===== config.mk =====
export PLATFORM = sky130hd
export DESIGN_NAME = blf_regs
export DESIGN_NICKNAME = d
export VERILOG_FILES = /design/src/blf_pkg.sv /design/src/blf_ms_timer.sv /design/src/blf_regs.sv
export SDC_FILE = /design/constraint.sdc
export NUM_CORES = 1
export LEC_CHECK = 0
export BUFFER_PORTS_ARGS = -buffer_cell sky130_fd_sc_hd__buf_2
export CORE_MARGIN = 5
export CORE_UTILIZATION = 60
export CTS_CLUSTER_DIAMETER = 100
export CTS_CLUSTER_SIZE = 24
export DETAILED_ROUTE_END_ITERATION = 16
export MAX_ROUTING_LAYER = met4
export PLACE_DENSITY = 0.81
export SLEW_MARGIN = 20
export SYNTH_ARGS = -nofsm -noshare
export SYNTH_HDL_FRONTEND = slang
export SYNTH_SLANG_ARGS = --single-unit

===== constraint.sdc =====
create_clock -name mclk -period 7.3 [get_ports mclk]
set_input_delay 0.73 -clock mclk [delete_from_list [all_inputs] [get_ports mclk]]
set_output_delay 0.73 -clock mclk [all_outputs]
set_load 0.01 [all_outputs]

===== src/blf_pkg.sv =====
package blf_pkg;

  // ------------------------------------------------------------
  // register map
  // ------------------------------------------------------------
  localparam logic [7:0] BLF_ADDR_BL_CTRL     = 8'h00;
  localparam logic [7:0] BLF_ADDR_SINK_CTRL   = 8'h01;
  localparam logic [7:0] BLF_ADDR_STROBE_CTRL = 8'h02;

  localparam logic [7:0] BLF_RST_BL_CTRL      = 8'h00;
  localparam logic [7:0] BLF_RST_SINK_CTRL    = 8'h00;
  localparam logic [7:0] BLF_RST_STROBE_CTRL  = 8'h10;
  localparam logic [7:0] BLF_SINK_MASK        = 8'h0f;
  localparam logic [7:0] BLF_STROBE_MASK      = 8'h1f;

  // ------------------------------------------------------------
  // field layouts
  // ------------------------------------------------------------
  typedef struct packed {
    logic [1:0] fade_rate;
    logic       fade_enable;
    logic [4:0] backlight_level_code;
  } blf_bl_ctrl_s;

  typedef struct packed {
    logic [2:0] unused;
    logic       strobe_timeout_enable;
    logic [2:0] strobe_level_code;
    logic       strobe_range_select;
  } blf_strobe_ctrl_s;

  // ------------------------------------------------------------
  // timing
  // ------------------------------------------------------------
  localparam int          BLF_CLK_HZ        = 20000000;
  localparam int          BLF_MS_PER_S      = 1000;
  localparam int          BLF_CYCLES_PER_MS = BLF_CLK_HZ / BLF_MS_PER_S;
  localparam int          BLF_MS_W          = 11;
  localparam logic [10:0] BLF_FADE_32_MS    = 11'h020;
  localparam logic [10:0] BLF_FADE_24_MS    = 11'h018;
  localparam logic [10:0] BLF_FADE_16_MS    = 11'h010;
  localparam logic [10:0] BLF_FADE_8_MS     = 11'h008;
  localparam logic [10:0] BLF_TIMEOUT_MS    = 11'h3e8;
  localparam logic [10:0] BLF_FLASH_MAX_MS  = 11'h1f4;

  // ------------------------------------------------------------
  // current decode, backlight in 0.5 ma units, strobe in 50 ma
  // ------------------------------------------------------------
  localparam logic [4:0] BLF_BL_LINEAR_TOP = 5'h17;
  localparam logic [5:0] BLF_BL_HIGH_TABLE [8] = '{
    6'h1a, 6'h1c, 6'h1e, 6'h22, 6'h26, 6'h2a, 6'h2e, 6'h32
  };
  localparam logic [3:0] BLF_SPOT_MAX      = 4'h5;
  localparam logic [3:0] BLF_FLASH_TABLE [8] = '{
    4'h0, 4'h6, 4'h7, 4'h8, 4'h8, 4'h8, 4'h8, 4'h8
  };

  // ------------------------------------------------------------
  // fade sequencer
  // ------------------------------------------------------------
  typedef enum logic [1:0] {
    BLF_FADE_IDLE = 2'b01,
    BLF_FADE_RUN  = 2'b10
  } blf_fade_e;

endpackage


===== src/blf_ms_timer.sv =====
`timescale 1ns/1ps

module blf_ms_timer
  import blf_pkg::*;
#(
  parameter int CYCLES_PER_MS = BLF_CYCLES_PER_MS,
  parameter int MS_W          = BLF_MS_W
)(
  // clock and reset
  input  wire logic            mclk,
  input  wire logic            rst,
  // control
  input  wire logic            clear,
  // elapsed whole milliseconds
  output logic [MS_W-1:0]      ms_count
);

  localparam int CYC_W = $clog2(CYCLES_PER_MS + 1);
  localparam logic [CYC_W-1:0] CYC_LAST = CYC_W'(CYCLES_PER_MS - 1);

  logic [CYC_W-1:0] cycle_count;

  // ------------------------------------------------------------
  // cycle prescaler
  // ------------------------------------------------------------
  always_ff @(posedge mclk)
  begin
    if (rst || clear || cycle_count == CYC_LAST)
      cycle_count <= '0;
    else
      cycle_count <= cycle_count + CYC_W'(1);
  end

  // ------------------------------------------------------------
  // millisecond count, saturating
  // ------------------------------------------------------------
  always_ff @(posedge mclk)
  begin
    if (rst || clear)
      ms_count <= '0;
    else if (cycle_count == CYC_LAST && ms_count != '1)
      ms_count <= ms_count + MS_W'(1);
  end

endmodule // blf_ms_timer


===== src/blf_regs.sv =====
// Notes on behaviour
// - register 0 holds level, fade enable, rate
// - rate codes give 32, 24, 16, 8 ms
// - fade steps by one toward target code
// - fade moves one step per selected interval
// - level writes ignored while fade runs
// - clearing fade enable jumps to target
// - fade disabled applies new level at once
// - rate change takes effect mid fade
// - level code maps to sink current table
// - all enabled sinks share one current
// - register 1 has four sink enables
// - enable bits map straight onto sinks
// - timeout enable resets set, cuts at 1 s
// - tripped strobe held until pin low/level code 0
// - register 2 holds timeout, level, range
// - strobe code decoded per range table
// - flash range limited to 500 ms
// - reset returns all registers to defaults
`timescale 1ns/1ps

module blf_regs
  import blf_pkg::*;
#(
  parameter int CYCLES_PER_MS = BLF_CYCLES_PER_MS,
  parameter int SINKS         = 4
)(
  // clock and reset
  input  wire logic             mclk,
  input  wire logic             rst,
  // register port from serial front end
  input  wire logic             reg_wr,
  input  wire logic [7:0]       reg_addr,
  input  wire logic [7:0]       reg_wdata,
  output logic      [7:0]       reg_rdata,
  // trigger pin
  input  wire logic             strobe_trigger_pin,
  // backlight sinks
  output logic [SINKS-1:0]      sink_on,
  output logic      [4:0]       bl_applied_code,
  output logic      [5:0]       bl_current_half_ma,
  output logic                  fade_busy,
  // strobe sink
  output logic                  strobe_on,
  output logic      [3:0]       strobe_current_50ma,
  output logic                  strobe_timed_out
);

  // ------------------------------------------------------------
  // declarations
  // ------------------------------------------------------------
  blf_bl_ctrl_s           bl_ctrl;
  blf_strobe_ctrl_s       strobe_ctrl;
  logic [7:0]             sink_enable_bits;
  logic [4:0]             applied;
  blf_fade_e              fade_state;
  logic                   trig_meta;
  logic                   trig_sync;
  logic                   tripped;
  logic [BLF_MS_W-1:0]    fade_ms;
  logic [BLF_MS_W-1:0]    strobe_ms;
  logic [BLF_MS_W-1:0]    step_ms;
  logic [BLF_MS_W-1:0]    limit_ms;
  logic                   limit_armed;
  logic                   wr_bl;
  logic                   wr_sink;
  logic                   wr_strobe;
  blf_bl_ctrl_s           wr_bl_val;
  blf_strobe_ctrl_s       wr_strobe_val;
  logic                   fading;
  logic                   step_due;
  logic                   strobe_request;
  logic                   strobe_active;
  logic                   trip_now;
  logic [5:0]             next_bl_current;
  logic [3:0]             next_strobe_current;
  logic [7:0]             next_rdata;

  assign wr_bl         = reg_wr && reg_addr == BLF_ADDR_BL_CTRL;
  assign wr_sink       = reg_wr && reg_addr == BLF_ADDR_SINK_CTRL;
  assign wr_strobe     = reg_wr && reg_addr == BLF_ADDR_STROBE_CTRL;
  assign wr_bl_val     = blf_bl_ctrl_s'(reg_wdata);
  assign wr_strobe_val = blf_strobe_ctrl_s'(reg_wdata & BLF_STROBE_MASK);
  assign fading        = fade_state == BLF_FADE_RUN;

  // ------------------------------------------------------------
  // trigger pin synchroniser
  // ------------------------------------------------------------
  always_ff @(posedge mclk)
  begin
    if (rst)
    begin
      trig_meta <= 1'b0;
      trig_sync <= 1'b0;
    end
    else
    begin
      trig_meta <= strobe_trigger_pin;
      trig_sync <= trig_meta;
    end
  end

  // ------------------------------------------------------------
  // register 0: level, fade enable, rate
  // ------------------------------------------------------------
  always_ff @(posedge mclk)
  begin
    if (rst)
      bl_ctrl <= blf_bl_ctrl_s'(BLF_RST_BL_CTRL);
    else if (wr_bl)
    begin
      bl_ctrl.fade_rate   <= wr_bl_val.fade_rate;
      bl_ctrl.fade_enable <= wr_bl_val.fade_enable;
      if (!fading)
        bl_ctrl.backlight_level_code <= wr_bl_val.backlight_level_code;
    end
  end

  // ------------------------------------------------------------
  // register 1: sink enables
  // ------------------------------------------------------------
  always_ff @(posedge mclk)
  begin
    if (rst)
      sink_enable_bits <= BLF_RST_SINK_CTRL;
    else if (wr_sink)
      sink_enable_bits <= reg_wdata & BLF_SINK_MASK;
  end

  // ------------------------------------------------------------
  // register 2: strobe control
  // ------------------------------------------------------------
  always_ff @(posedge mclk)
  begin
    if (rst)
      strobe_ctrl <= blf_strobe_ctrl_s'(BLF_RST_STROBE_CTRL);
    else if (wr_strobe)
      strobe_ctrl <= wr_strobe_val;
  end

  // ------------------------------------------------------------
  // fade step interval
  // ------------------------------------------------------------
  always_comb
  begin
    case (bl_ctrl.fade_rate)
      2'h0:    step_ms = BLF_FADE_32_MS;
      2'h1:    step_ms = BLF_FADE_24_MS;
      2'h2:    step_ms = BLF_FADE_16_MS;
      default: step_ms = BLF_FADE_8_MS;
    endcase
  end

  assign step_due = fading && fade_ms >= step_ms;

  blf_ms_timer #(
    .CYCLES_PER_MS (CYCLES_PER_MS),
    .MS_W          (BLF_MS_W)
  ) u_fade_timer (
    .mclk     (mclk),
    .rst      (rst),
    .clear    (!fading || step_due),
    .ms_count (fade_ms)
  );

  // ------------------------------------------------------------
  // fade sequencer
  // ------------------------------------------------------------
  always_ff @(posedge mclk)
  begin
    if (rst)
    begin
      fade_state <= BLF_FADE_IDLE;
      applied    <= BLF_RST_BL_CTRL[4:0];
    end
    else
    begin
      case (fade_state)
        BLF_FADE_IDLE:
        begin
          if (wr_bl && wr_bl_val.fade_enable &&
              wr_bl_val.backlight_level_code != applied)
            fade_state <= BLF_FADE_RUN;
          else if (wr_bl)
            applied <= wr_bl_val.backlight_level_code;
        end
        BLF_FADE_RUN:
        begin
          if (wr_bl && !wr_bl_val.fade_enable)
          begin
            applied    <= bl_ctrl.backlight_level_code;
            fade_state <= BLF_FADE_IDLE;
          end
          else if (step_due)
          begin
            if (applied < bl_ctrl.backlight_level_code)
              applied <= applied + 5'h01;
            else
              applied <= applied - 5'h01;
            if ((applied < bl_ctrl.backlight_level_code) ?
                (applied + 5'h01 == bl_ctrl.backlight_level_code) :
                (applied - 5'h01 == bl_ctrl.backlight_level_code))
              fade_state <= BLF_FADE_IDLE;
          end
        end
        default:
        begin
          fade_state <= BLF_FADE_IDLE;
          applied    <= bl_ctrl.backlight_level_code;
        end
      endcase
    end
  end

  // ------------------------------------------------------------
  // backlight current decode and sink outputs
  // ------------------------------------------------------------
  always_comb
  begin
    if (applied <= BLF_BL_LINEAR_TOP)
      next_bl_current = {1'b0, applied} + 6'h01;
    else
      next_bl_current = BLF_BL_HIGH_TABLE[applied[2:0]];
  end

  always_ff @(posedge mclk)
  begin
    if (rst)
    begin
      sink_on            <= '0;
      bl_applied_code    <= BLF_RST_BL_CTRL[4:0];
      bl_current_half_ma <= '0;
      fade_busy          <= 1'b0;
    end
    else
    begin
      sink_on            <= sink_enable_bits[SINKS-1:0];
      bl_applied_code    <= applied;
      bl_current_half_ma <= next_bl_current;
      fade_busy          <= fading;
    end
  end

  // ------------------------------------------------------------
  // strobe time-out
  // ------------------------------------------------------------
  assign strobe_request = trig_sync && strobe_ctrl.strobe_level_code != '0;
  assign strobe_active  = strobe_request && !tripped;

  blf_ms_timer #(
    .CYCLES_PER_MS (CYCLES_PER_MS),
    .MS_W          (BLF_MS_W)
  ) u_strobe_timer (
    .mclk     (mclk),
    .rst      (rst),
    .clear    (!strobe_active),
    .ms_count (strobe_ms)
  );

  always_comb
  begin
    if (strobe_ctrl.strobe_range_select)
      limit_ms = BLF_FLASH_MAX_MS;
    else
      limit_ms = BLF_TIMEOUT_MS;
    limit_armed = strobe_ctrl.strobe_range_select ||
                  strobe_ctrl.strobe_timeout_enable;
  end

  assign trip_now = strobe_active && limit_armed && strobe_ms >= limit_ms;

  always_ff @(posedge mclk)
  begin
    if (rst)
      tripped <= 1'b0;
    else if (trip_now)
      tripped <= 1'b1;
    else if (!trig_sync || strobe_ctrl.strobe_level_code == '0)
      tripped <= 1'b0;
  end

  // ------------------------------------------------------------
  // strobe current decode and outputs
  // ------------------------------------------------------------
  always_comb
  begin
    if (strobe_ctrl.strobe_range_select)
      next_strobe_current =
        BLF_FLASH_TABLE[strobe_ctrl.strobe_level_code];
    else if ({1'b0, strobe_ctrl.strobe_level_code} > BLF_SPOT_MAX)
      next_strobe_current = BLF_SPOT_MAX;
    else
      next_strobe_current = {1'b0, strobe_ctrl.strobe_level_code};
  end

  always_ff @(posedge mclk)
  begin
    if (rst)
    begin
      strobe_on           <= 1'b0;
      strobe_current_50ma <= '0;
      strobe_timed_out    <= 1'b0;
    end
    else
    begin
      strobe_on           <= strobe_active && !trip_now;
      strobe_current_50ma <= (strobe_active && !trip_now) ?
                             next_strobe_current : 4'h0;
      strobe_timed_out    <= tripped || trip_now;
    end
  end

  // ------------------------------------------------------------
  // read back
  // ------------------------------------------------------------
  always_comb
  begin
    case (reg_addr)
      BLF_ADDR_BL_CTRL:     next_rdata = bl_ctrl;
      BLF_ADDR_SINK_CTRL:   next_rdata = sink_enable_bits;
      BLF_ADDR_STROBE_CTRL: next_rdata = strobe_ctrl;
      default:              next_rdata = 8'h00;
    endcase
  end

  always_ff @(posedge mclk)
  begin
    if (rst)
      reg_rdata <= 8'h00;
    else
      reg_rdata <= next_rdata;
  end

endmodule // blf_regs

* After elaboration in Yosys (flattened, before gate mapping)
Memories as Yosys holds them, arrays and structs flattened.
Index checks and enable logic that the tools add are counted.
** Storage, ports and cells
- Output and inout bits :: 30
- Word-level logic and storage cells :: 123
- Bits of input ports :: 20
- Memories kept :: 2
- Bits in registers :: 109
- Bits in read-only memories :: 80
** Memory list
- (no name shown) :: depth 8, width 6, read ports 1, clocked after memory_dff 0, wr ports 0, line blf_regs.sv:223 : next_bl_current = BLF_BL_HIGH_TABLE[applied[2:0]];
- (no name shown) :: depth 8, width 4, read ports 1, clocked after memory_dff 0, wr ports 0, line blf_regs.sv:289 : BLF_FLASH_TABLE[strobe_ctrl.strobe_level_code];
** Cells by class
- Bitwise operators :: 4
- $add $sub $neg :: 7
- Multiplexer cells :: 24
- Reduce and logical (&&, ||, !) cells :: 37
- Order comparisons :: 7
- Eq/ne operators :: 18
** Operator list (number)
- $add 15x1->15 const B :: 2
- $eq 15x15->1 const B :: 2
- $mux 5 :: 5
- $pmux 8 s3 :: 1
- $add 11x1->11 const B :: 2
- $ge 11x11->1 :: 2
- $ne 11x11->1 const B :: 2
- $mux 6 :: 3
- $pmux 6 s3 :: 1
- $logic_and 1x1->1 :: 14
- $mux 4 :: 3
- $eq 5x5->1 :: 2
- $mux 10 :: 1
- $pmux 5 s2 :: 1
- $eq 8x1->1 const B :: 1
- $eq 8x2->1 const B :: 1
- $ge 4x4->1 const B :: 2
- $logic_not 8->1 :: 1
- $logic_or 1x1->1 :: 8
- $mux 2 :: 4
- $not 3->4 :: 2
- $add 5x1->6 const B :: 1
- $logic_not 1->1 :: 6
- $ne 2x2->1 const B :: 3
- other kinds (20) :: 27

* Depth between registers and ports, before layout
Gate-level depths: netlist of the first run.
- Depth in word-level cells :: 9
- Mapped depth :: 15
- Mapped depth without buffers :: 13

* Modules after synthesis
A second synthesis of the first run with hierarchy kept.
** Second synthesis, totals
- Cells, all modules :: 633
- Area total of the unflattened synthesis :: 5532.8 um^2
** Modules (own cells, without submodules)
- blf_regs :: sequential area each 1141.1 um^2, area each 3062.9 um^2, cells an instance 343, instances 1
- blf_ms_timer :: sequential area each 520.5 um^2, area each 1234.9 um^2, cells an instance 145, instances 2

* Worst setup path after synthesis of the first run
OpenSTA, ideal clock, no wires.
- Path kind :: reg2reg
- From :: register applied[0]
- To :: register fade_state[0]
- Path buffers :: 2
- Required time :: 7178 ps
- Period minus slack after synthesis :: 3361 ps
- Setup slack :: 3939 ps
- Setup time :: 122 ps
- Stages on the path, launching flop included :: 16
- Data arrival time :: 3239 ps
- Cells stage by stage :: dfxtp_1 > clkbuf_1 > inv_1 > ha_1 > nor2b_1 > o2111ai_1 > and3_1 > clkbuf_1 > inv_1 > ha_1 > and3_1 > a211oi_1 > xnor3_1 > and4b_1 > a31o_2 > a221o_1
** Between the ends
- Cells in the longest elaborated chain, start to end :: 5
- Elaborated cells between the ends (all ways) :: 11
- Classes of those cells :: add/sub (2); order compare (1); eq/ne (5); mux (1); reduce/logical (2)
** Ends and longest elaborated chain
- from (decl) :: line blf_regs.sv:55 : logic [4:0] applied;
- from (signal assigned) :: line blf_regs.sv:174 : applied <= BLF_RST_BL_CTRL[4:0];
- from (signal assigned) :: line blf_regs.sv:185 : applied <= wr_bl_val.backlight_level_code;
- from (signal assigned) :: line blf_regs.sv:191 : applied <= bl_ctrl.backlight_level_code;
- $sub 5x1->5 or $add 5x1->5 (tied branches) :: line blf_regs.sv:202, blf_regs.sv:201
- $eq 5x5->1 (on tied branches) :: line blf_regs.sv:202, blf_regs.sv:201
- $mux 1 :: line blf_regs.sv:200 : if ((applied < bl_ctrl.backlight_level_code) ?
- $ne 3x1->1 (no line)
- $reduce_and 3->1 (no line) *
- to (signal assigned) :: line blf_regs.sv:192 : fade_state <= BLF_FADE_IDLE;
- to (signal assigned) :: line blf_regs.sv:203 : fade_state <= BLF_FADE_IDLE;
- to (signal assigned) :: line blf_regs.sv:208 : fade_state <= BLF_FADE_IDLE;
- to (decl) :: line blf_regs.sv:56 : blf_fade_e fade_state;
Every way passes the cells marked *; elsewhere a longest branch is shown, timed or not.
A chain may end at the register's enable or synchronous reset.

* Worst setup path after layout of the first run
- From :: register applied[1]
- To :: register fade_state[0]
The elaborated chain is that of the path after synthesis.

==> metrics.yaml, run 1 <==
status: "finished clean"
period_share_pct: 49.7
cp.required_ps: 7560
cp_max_fo: 8
num_antenna_cells: 0
total_power_w: 0.000959
cts_buffer_depth: 2
post-place-cells: 711
grt_pass1_vias: 3811
fin_setup_tns_ps: 0
htreeDepth: 3
start_util_pct: 61.7
layout-area-overhead-vs-synth_pct: 9.99
grt_pass1_wl_mm: 17.2
slew_violations: 0
gp_congestion: 0.861
vdd_ir_drop_max_v: 0.0000929
first_iter_violations: 222
track_usage_pct: 21.2
drv_cap: 0
cts_tree: "built"
nets: 671
setup_viol: 0
cts_setup_buffers: 0
final_antenna_net_count: 0
rsz0062_at_grt: "no"
yosysSeqAreaShare_pct: 42.8
core_area_sq_mm: 0.00826
powerDensity_mw_per_mm2: 171
syn_area_sq_mm: 0.00510
finClkSkew_ps: 13.2
fp.dieArea_sq_mm: 0.0104
tightest_slew_ps: 953
async_flop_share_pct: 0
die_w_um: 102
avgSynthCellArea_sq_um: 8.96
dp_hpwl_mm: 7.79
drive_above_1_share_pct: 12.7
overflow: 0
ys_warn_count: 0
routed_wl_mm: 10.5
crit_type: "flop to flop"
ys.flop_type: "dfxtp_1"
fill_cells: 686
grt_max_degree: 49
leakagePower_nw: 2.17
fin_cells: 725
drtPass1Iterations: 5
clkLatencyLatePin_ps: 360
port_buffers: 49
synth.distinct_cells: 55
synth_cells: 569
die_height_um: 102
startpoint_type: "flop"
vias_per_cell: 5.52
io_pins: 50
num_vias: 3999
holdWs_ps: 448
maxSlewHeadroom_pct: 35.9
synth_edf_count: 0
hold_buffers: 0
final_cell_mix: "nor2_1 (109), dfxtp_1 (109), buf_2 (49)"
antenna_found_initial: 0
hold_violations: 0
root_buffer: "clkbuf_8"
fp-row-count: 33
ys_ff_latch: 109
cts_resized: 0
cts_sinks: 109
route.detailed.drc: 0
hold_path.class: "flop to flop"
cp-end-kind: "flop"
wire_per_inst_um: 14.5
arrival_ps: 3890
fmax_mhz: 276
clkTransAtPathRegs_ps: 100
cts_made_buffers: 9
post-route-min-period_ps: 3630
## registers in the layout (all words and copies together), names as in the netlist
register	cells
strobe_current_50ma	4
u_fade_timer.ms_count	11
fade_state	2
bl_current_half_ma	6
fade_busy	1
sink_on	4
bl_ctrl	8
strobe_timed_out	1
applied	5
tripped	1
reg_rdata	8
strobe_ctrl	5
sink_enable_bits	4
trig_sync	1
u_fade_timer.cycle_count	15
u_strobe_timer.ms_count	11
trig_meta	1
bl_applied_code	5
u_strobe_timer.cycle_count	15
strobe_on	1
## power breakdown
group          internal [W]  switching, W  total [W]  leakage, nW
Sequential         0.000596    0.00000128   0.000598        0.880
Clock              0.000140      0.000192   0.000332       0.0912
Combinational     0.0000111     0.0000179  0.0000289         1.20
## layout make-up
class,instances,area (sq um),share of cell area (%)
multi-input cells,411,2730,48.7
flip-flops and latches,109,2180,38.9
repair buffers,50,253,4.51
clock buffers,11,151,2.70
inverters,36,135,2.41
well taps,105,131,2.34
clock inverters,3,22.5,0.402
## metrics by stage
step | utilization, % | area, sq um | worst slack, ps
after global placement | 65.8 | 5430 | 3860
after CTS | 67.9 | 5610 | 3740
after floorplan | - | 5110 | 3940
after global routing | 67.9 | 5610 | 3470
final | 67.9 | 5610 | 3670
after detailed placement | 65.8 | 5430 | 3760
## kinds of logic after synthesis
group,after synthesis,share of synthesized area (%)
other,1,0.0736
buffers and inverters,52,3.83
muxes,21,4.12
and+or+nand+nor,239,22.9
xor gates and xnor gates,50,9.13
DFF,109,42.8
AOI/OAI and AO/OA,63,8.62
adders and majority gates,34,8.49
## synthesized netlist by cell type, drive strengths merged (2+ instances only)
cell / number / area share [%]
ha: 33 / 8.1
nand4: 12 / 1.5
o22ai: 2 / 0.25
inv: 36 / 2.7
o21ai: 7 / 0.69
nor4: 5 / 0.91
clkbuf: 15 / 1.1
or3: 4 / 0.49
nor3: 11 / 1.2
a21oi: 23 / 2.3
a221oi: 2 / 0.34
and4: 4 / 0.69
nor3b: 3 / 0.44
nor2b: 13 / 1.6
mux2i: 21 / 4.1
a211o: 2 / 0.34
xnor3: 2 / 0.88
nand2: 31 / 2.3
and4b: 2 / 0.39
o221a: 2 / 0.44
o31ai: 3 / 0.44
a211oi: 6 / 0.88
a41o: 2 / 0.39
nor2: 109 / 8.0
and2: 4 / 0.49
xor2: 22 / 3.8
nand3: 21 / 2.2
dfxtp: 109 / 43
xnor2: 26 / 4.5
or2: 4 / 0.49
and3: 11 / 1.4
o2bb2a: 2 / 0.39
a21o: 2 / 0.29
## path summary, 6_finish.rpt
kind	slack [ps]	cells after the start	start	to
min reg2reg	450	1	u_fade_timer.cycle_count[0]	u_fade_timer.cycle_count[0]
max	3670	12	applied[1]	fade_state[0]
max reg2reg	3670	12	applied[1]	fade_state[0]
min	450	1	u_fade_timer.cycle_count[0]	u_fade_timer.cycle_count[0]
## layer usage
metal | part of all wire [%] | track usage (%) | wire (um)
met5 | 0 | - | 0
met4 | 1.9 | 7.57 | 197
met3 | 4.7 | 3.75 | 489
met2 | 48 | 34.6 | 5000
met1 | 46 | 26.4 | 4800
## critical path, stage by stage, from the launching register on
cell and delay [ps]:
dfxtp_1 490, ha_1 280, nor2b_1 130, o2111ai_1 170
and3_1 320, inv_1 140, ha_1 310, and3_1 170
a211oi_1 410, xnor3_1 280, and4b_1 240, a31o_2 260
a221o_1 330
No activity file was read; power rests on OpenSTA's default activity.
==> run 2, diff against run 1 <==
- CORE_UTILIZATION: 60 -> 53
- PLACE_DENSITY: 0.81 -> 0.76
- clock period: 7.3 -> 3 ns (I/O delays scaled with it)
==> metrics.yaml, run 2 (same netlist as run 1, synthesis figures left out) <==
clkLatencyLatePin_ps: 380  # +20 ps
wire_per_inst_um: 14.0  # -3.1%
track_usage_pct: 19.0  # -2.3 points
port_buffers: 49  # unchanged
die_height_um: 108  # +5.8%
fin_area_sq_mm: 0.00599  # +6.8%
hold_buffers: 0  # unchanged
cts_tree: "built"
first_iter_violations: 150  # -32%
drtPass1Iterations: 4  # -1
largestRegisters: "u_fade_timer.cycle_count: 15 flops, u_strobe_timer.cycle_count: 15 flops"
grt_pass1_vias: 3934  # +3.2%
drive_above_1_share_pct: 19.1  # +6.4 points
grt_pass1_wl_mm: 17.4  # +1.2%
drv_cap: 0  # unchanged
m1WireLength_mm: 4.93  # +2.7%
layout_commonest_cell: "nor2_1"
routed_wl_mm: 10.8  # +3.3%
leakagePower_nw: 2.34  # +7.8%
status: "finished clean"
root_buffer: "clkbuf_8"
post-route-min-period_ps: 3000  # -630 ps
dr_wl_met2_mm: 5.11  # +2.1%
die_w_um: 108  # +5.8%
finClkSkew_ps: 16.9  # +3.73 ps
final_cell_mix: "nor2_1 (109), dfxtp_1 (106), buf_2 (49)"
holdWs_ps: 134  # -313 ps
dp_hpwl_mm: 7.82  # +0.49%
cp_max_fo: 4  # -4
htreeDepth: 3  # unchanged
tightest_slew_ps: 692  # -261 ps
antenna_found_initial: 0  # unchanged
powerDensity_mw_per_mm2: 411  # +140%
crit_type: "flop to flop"
nets: 693  # +3.3%
vias_per_cell: 5.26  # -4.7%
num_vias: 4063  # +1.6%
period_share_pct: 100  # +50 points
rsz0062_at_grt: "yes"
arrival_ps: 3280  # -610 ps
clkTransAtPathRegs_ps: 110  # about the same
cp-end-kind: "flop"
final_antenna_net_count: 0  # unchanged
hold_path.class: "input port to flop"
vdd_ir_drop_max_v: 0.000318  # +240%
cts_sinks: 109  # unchanged
fmax_mhz: 333  # +21%
slew_violations: 0  # unchanged
gp_congestion: 0.897  # +4.2%
route.detailed.drc: 0  # unchanged
hold_violations: 0  # unchanged
setup_viol: 0  # unchanged
io_pins: 50  # unchanged
fp.dieArea_sq_mm: 0.0117  # +12%
num_antenna_cells: 0  # unchanged
layout-area-overhead-vs-synth_pct: 17.5
dpl_cell_area_sq_mm: 0.00563  # +3.6%
cp.required_ps: 3280  # -4280 ps
cts_made_buffers: 9  # unchanged
wl_met3_um: 549  # +12%
cts_buffer_depth: 2  # unchanged
overflow: 0  # unchanged
fp-row-count: 35  # +6.1%
grt_max_degree: 38  # -22%
maxSlewHeadroom_pct: 53.9  # +18 points
utilization_pct: 64.2  # -3.7 points
start_util_pct: 54.6  # -7.1 points
highest_layer: "met4"
startpoint_type: "flop"
core_area_sq_mm: 0.00933  # +13%
[run 2: cell count changes in the layout (fill, tap and decap cells not counted), sizes merged]
cell	delta
clkinvlp	+1
clkbuf	-2
inv	+2
bufinv	+1
buf	+22
[run 2: per-stage QoR]
stage,TNS (ps),total power [W],std cells,setup WS (ps)
global route,-158,0.00255,773,-90.5
finish,0,0.00246,773,0.507
floorplan,0,0.00153,572,9.19
detailed placement,-115,0.00156,751,-97.3
CTS,0,0.00247,769,12.5
global placement,-1.23,0.00156,751,-1.23
[run 2: worst max-delay path, stage by stage (launching register included)]
cell	delay [ps]
dfxtp_2	350
inv_2	50
ha_4	200
nor2b_4	120
o2111ai_2	150
and3_4	270
inv_6	60
ha_4	240
and3_4	180
a211oi_4	220
xnor3_1	250
and4b_1	220
a31o_2	260
a221o_1	330
[run 2: per-layer routing]
layer | up-vias | global-route usage (%)
met5 | - | -
met3 | 24 | 3.46
met1 | 1873 | 22.6
li1 | 2062 | -
met4 | 0 | 7.57
met2 | 104 | 31.7
[run 2: timing repair]
action,CTS,global route
buffers inserted,2,4
setup endpoints to repair,2,3
gates resized for setup,9,10
pin swaps,8,9
[run 2: path summary, 6_finish.rpt]
| check | startpoint | end | slack [ps] | cells past startpoint |
|---|---|---|---|---|
| hold / removal | strobe_trigger_pin | trig_meta | 130 | 2 |
| hold reg to reg | u_fade_timer.cycle_count[0] | u_fade_timer.cycle_count[0] | 450 | 1 |
| setup / recovery | bl_ctrl[1] | fade_state[0] | 0.5 | 13 |
| setup reg to reg | bl_ctrl[1] | fade_state[0] | 0.5 | 13 |
[run 2: power breakdown]
part,switching (W),internal (W),total (W)
combinational,0.0000477,0.0000334,0.0000810
clock,0.000529,0.000399,0.000929
sequential,0.00000250,0.00145,0.00145
[run 2: area by class of cell]
class / count / area [sq um]
clock buffer: 9 / 124
clock inverter: 7 / 83.8
tap: 129 / 161
fill: 748 / 3340
multi-input combinational: 411 / 2870
inverter: 36 / 140
sequential: 109 / 2190
timing repair buffer: 72 / 429
==> run 3, diff against run 2 <==
- CORE_UTILIZATION: 53 -> 36
- GPL_ROUTABILITY_DRIVEN: unset -> 0
- PLACE_DENSITY: 0.76 -> unset
==> metrics.yaml, run 3 (same netlist as run 1, synthesis figures left out) <==
status: "finished clean"
nets: 687  # -0.87%
largestRegisters: "u_fade_timer.cycle_count: 15 flops, u_strobe_timer.cycle_count: 15 flops"
layout_commonest_cell: "nor2_1"
routed_wl_mm: 10.9  # +0.92%
root_buffer: "clkbuf_16"
cts_buffer_depth: 2  # unchanged
startpoint_type: "flop"
fp-row-count: 43  # +23%
arrival_ps: 3180  # -100 ps
fmax_mhz: 340  # +1.9%
fin_area_sq_mm: 0.00602  # +0.44%
hold_path.class: "input port to flop"
hold_violations: 0  # unchanged
dp_hpwl_mm: 8.10  # +3.5%
hold_buffers: 0  # unchanged
route.detailed.drc: 0  # unchanged
clkLatencyLatePin_ps: 350  # -30 ps
overflow: 0  # unchanged
num_antenna_cells: 0  # unchanged
die_w_um: 129  # +19%
cpMaxStageDelayCell: "fa_2"
start_util_pct: 36.7  # -18 points
fp.dieArea_sq_mm: 0.0166  # +42%
post-route-min-period_ps: 2940  # -55.0 ps
drive_above_1_share_pct: 17.7  # -1.4 points
crit_type: "flop to flop"
setup_viol: 0  # unchanged
vdd_ir_drop_max_v: 0.000265  # -17%
layout-area-overhead-vs-synth_pct: 18.0
grt_max_degree: 47  # +24%
clkTransAtPathRegs_ps: 70  # -40 ps
port_buffers: 49  # unchanged
track_usage_pct: 14.3  # -4.6 points
tightest_slew_ps: 784  # +91.9 ps
fin_cells: 818  # +5.8%
antenna_found_initial: 0  # unchanged
grt_pass1_wl_mm: 18.9  # +8.9%
vias_per_cell: 4.88  # -7.2%
htreeDepth: 3  # unchanged
post-place-cells: 800  # +6.5%
min-delay-start: "strobe_trigger_pin"
reg2reg_from: "bl_ctrl[1]"
slew_violations: 0  # unchanged
drv_cap: 0  # unchanged
total_power_w: 0.00265  # +7.4%
cts_tree: "built"
leakagePower_nw: 2.31  # -1.2%
io_pins: 50  # unchanged
core_area_sq_mm: 0.0139  # +49%
maxSlewHeadroom_pct: 47.7  # -6.1 points
crit_path_start: "bl_ctrl[1]"
drtPass1Iterations: 4  # unchanged
fill_cells: 1362  # +82%
crit_chain: "inv_2 -> ha_4 -> nor2b_4 -> o2111ai_2 -> and3_4 -> buf_4 -> fa_2 -> nor2b_2 -> a221oi_2 -> xnor2_1 -> xnor3_1 -> a31o_2 -> a221o_1"
finalWorstSetupSlack_ps: 55.5  # +55.0 ps
place_ws_ps: -82.7  # +14.6 ps
period_share_pct: 98.2  # -1.8 points
dpl_cell_area_sq_mm: 0.00568  # +0.87%
finClkSkew_ps: 6.47  # -10.5 ps
final_antenna_net_count: 0  # unchanged
crit_family: "compound AO/OA/AOI/OAI gates"
grt_pass1_vias: 4057  # +3.1%
wire_per_inst_um: 13.4  # -4.6%
cp.required_ps: 3240  # -40 ps
rsz0062_at_grt: "yes"
cts_made_buffers: 9  # unchanged
cts_sinks: 109  # unchanged
cp_max_fo: 3  # -1
max_stage_delay_ps: 360  # about the same
powerDensity_mw_per_mm2: 440  # +6.9%
die_height_um: 129  # +19%
num_vias: 3989  # -1.8%
final_cell_mix: "nor2_1 (109), dfxtp_1 (106), buf_2 (49)"
cp.buffers_inverters: 2  # unchanged
cp-end-kind: "flop"
first_iter_violations: 269  # +79%
## run 3: cell count changes in the layout (fill, tap and decap cells not counted), sizes merged
cell,change
buf,-6
bufinv,-1
clkinvlp,+2
inv,-1
clkinv,-1
clkbuf,+1
## run 3: metal layers
layer | vias to the layer above | global-route usage [%] | wire length (um)
met5 | - | - | 0
met4 | 0 | 6.05 | 220
met3 | 16 | 2.28 | 409
met2 | 70 | 22.8 | 5120
met1 | 1849 | 18.1 | 5190
li1 | 2054 | - | -
## run 3: stage by stage
stage	hold WS [ps]	util [%]	setup TNS (ps)
floorplan	413	-	0
global placement	423	40.9	0
detailed placement	428	40.9	-82.7
CTS	180	43.2	0
global route	197	43.3	-52.4
finish	193	43.3	0
## run 3: power breakdown
part	total [W]	switching, W	internal (W)
Clock	0.00112	0.000547	0.000570
Combinational	0.0000761	0.0000453	0.0000308
Sequential	0.00145	0.00000233	0.00145
## run 3: worst paths after layout
check | to | slack (ps) | depth (start not counted)
worst min-delay path | trig_meta | 190 | 2
worst max register to register | fade_state[0] | 60 | 13
worst min register to register | u_fade_timer.cycle_count[0] | 440 | 1
worst max-delay path | fade_state[0] | 60 | 13
## run 3: final cells by class
cell class                      instances  area [sq um]  share of cell area [%]
Clock inverter                          6          48.8                   0.811
Tap cell                              180           225                    3.74
Sequential cell                       109          2190                    36.3
Clock buffer                           10           229                    3.81
Timing Repair Buffer                   66           373                    6.20
Multi-Input combinational cell        411          2820                    46.8
Inverter                               36           138                    2.29
## run 3: worst register-to-register path: cells and delay by family, from the launching register on
family | cells | cell delay, ps
fa+ha+maj | 2 | 600
flops | 1 | 330
compound gates | 4 | 780
buf+inv | 2 | 200
xor+xnor | 2 | 490
simple gates | 3 | 440
## run 3: repair_timing
item | CTS | global route
resized for setup | 8 | 1
setup buffers | 2 | 0
pin swaps | 6 | 1
endpoints found under the setup margin | 1 | 2
hold endpoints to repair | 0 | 0
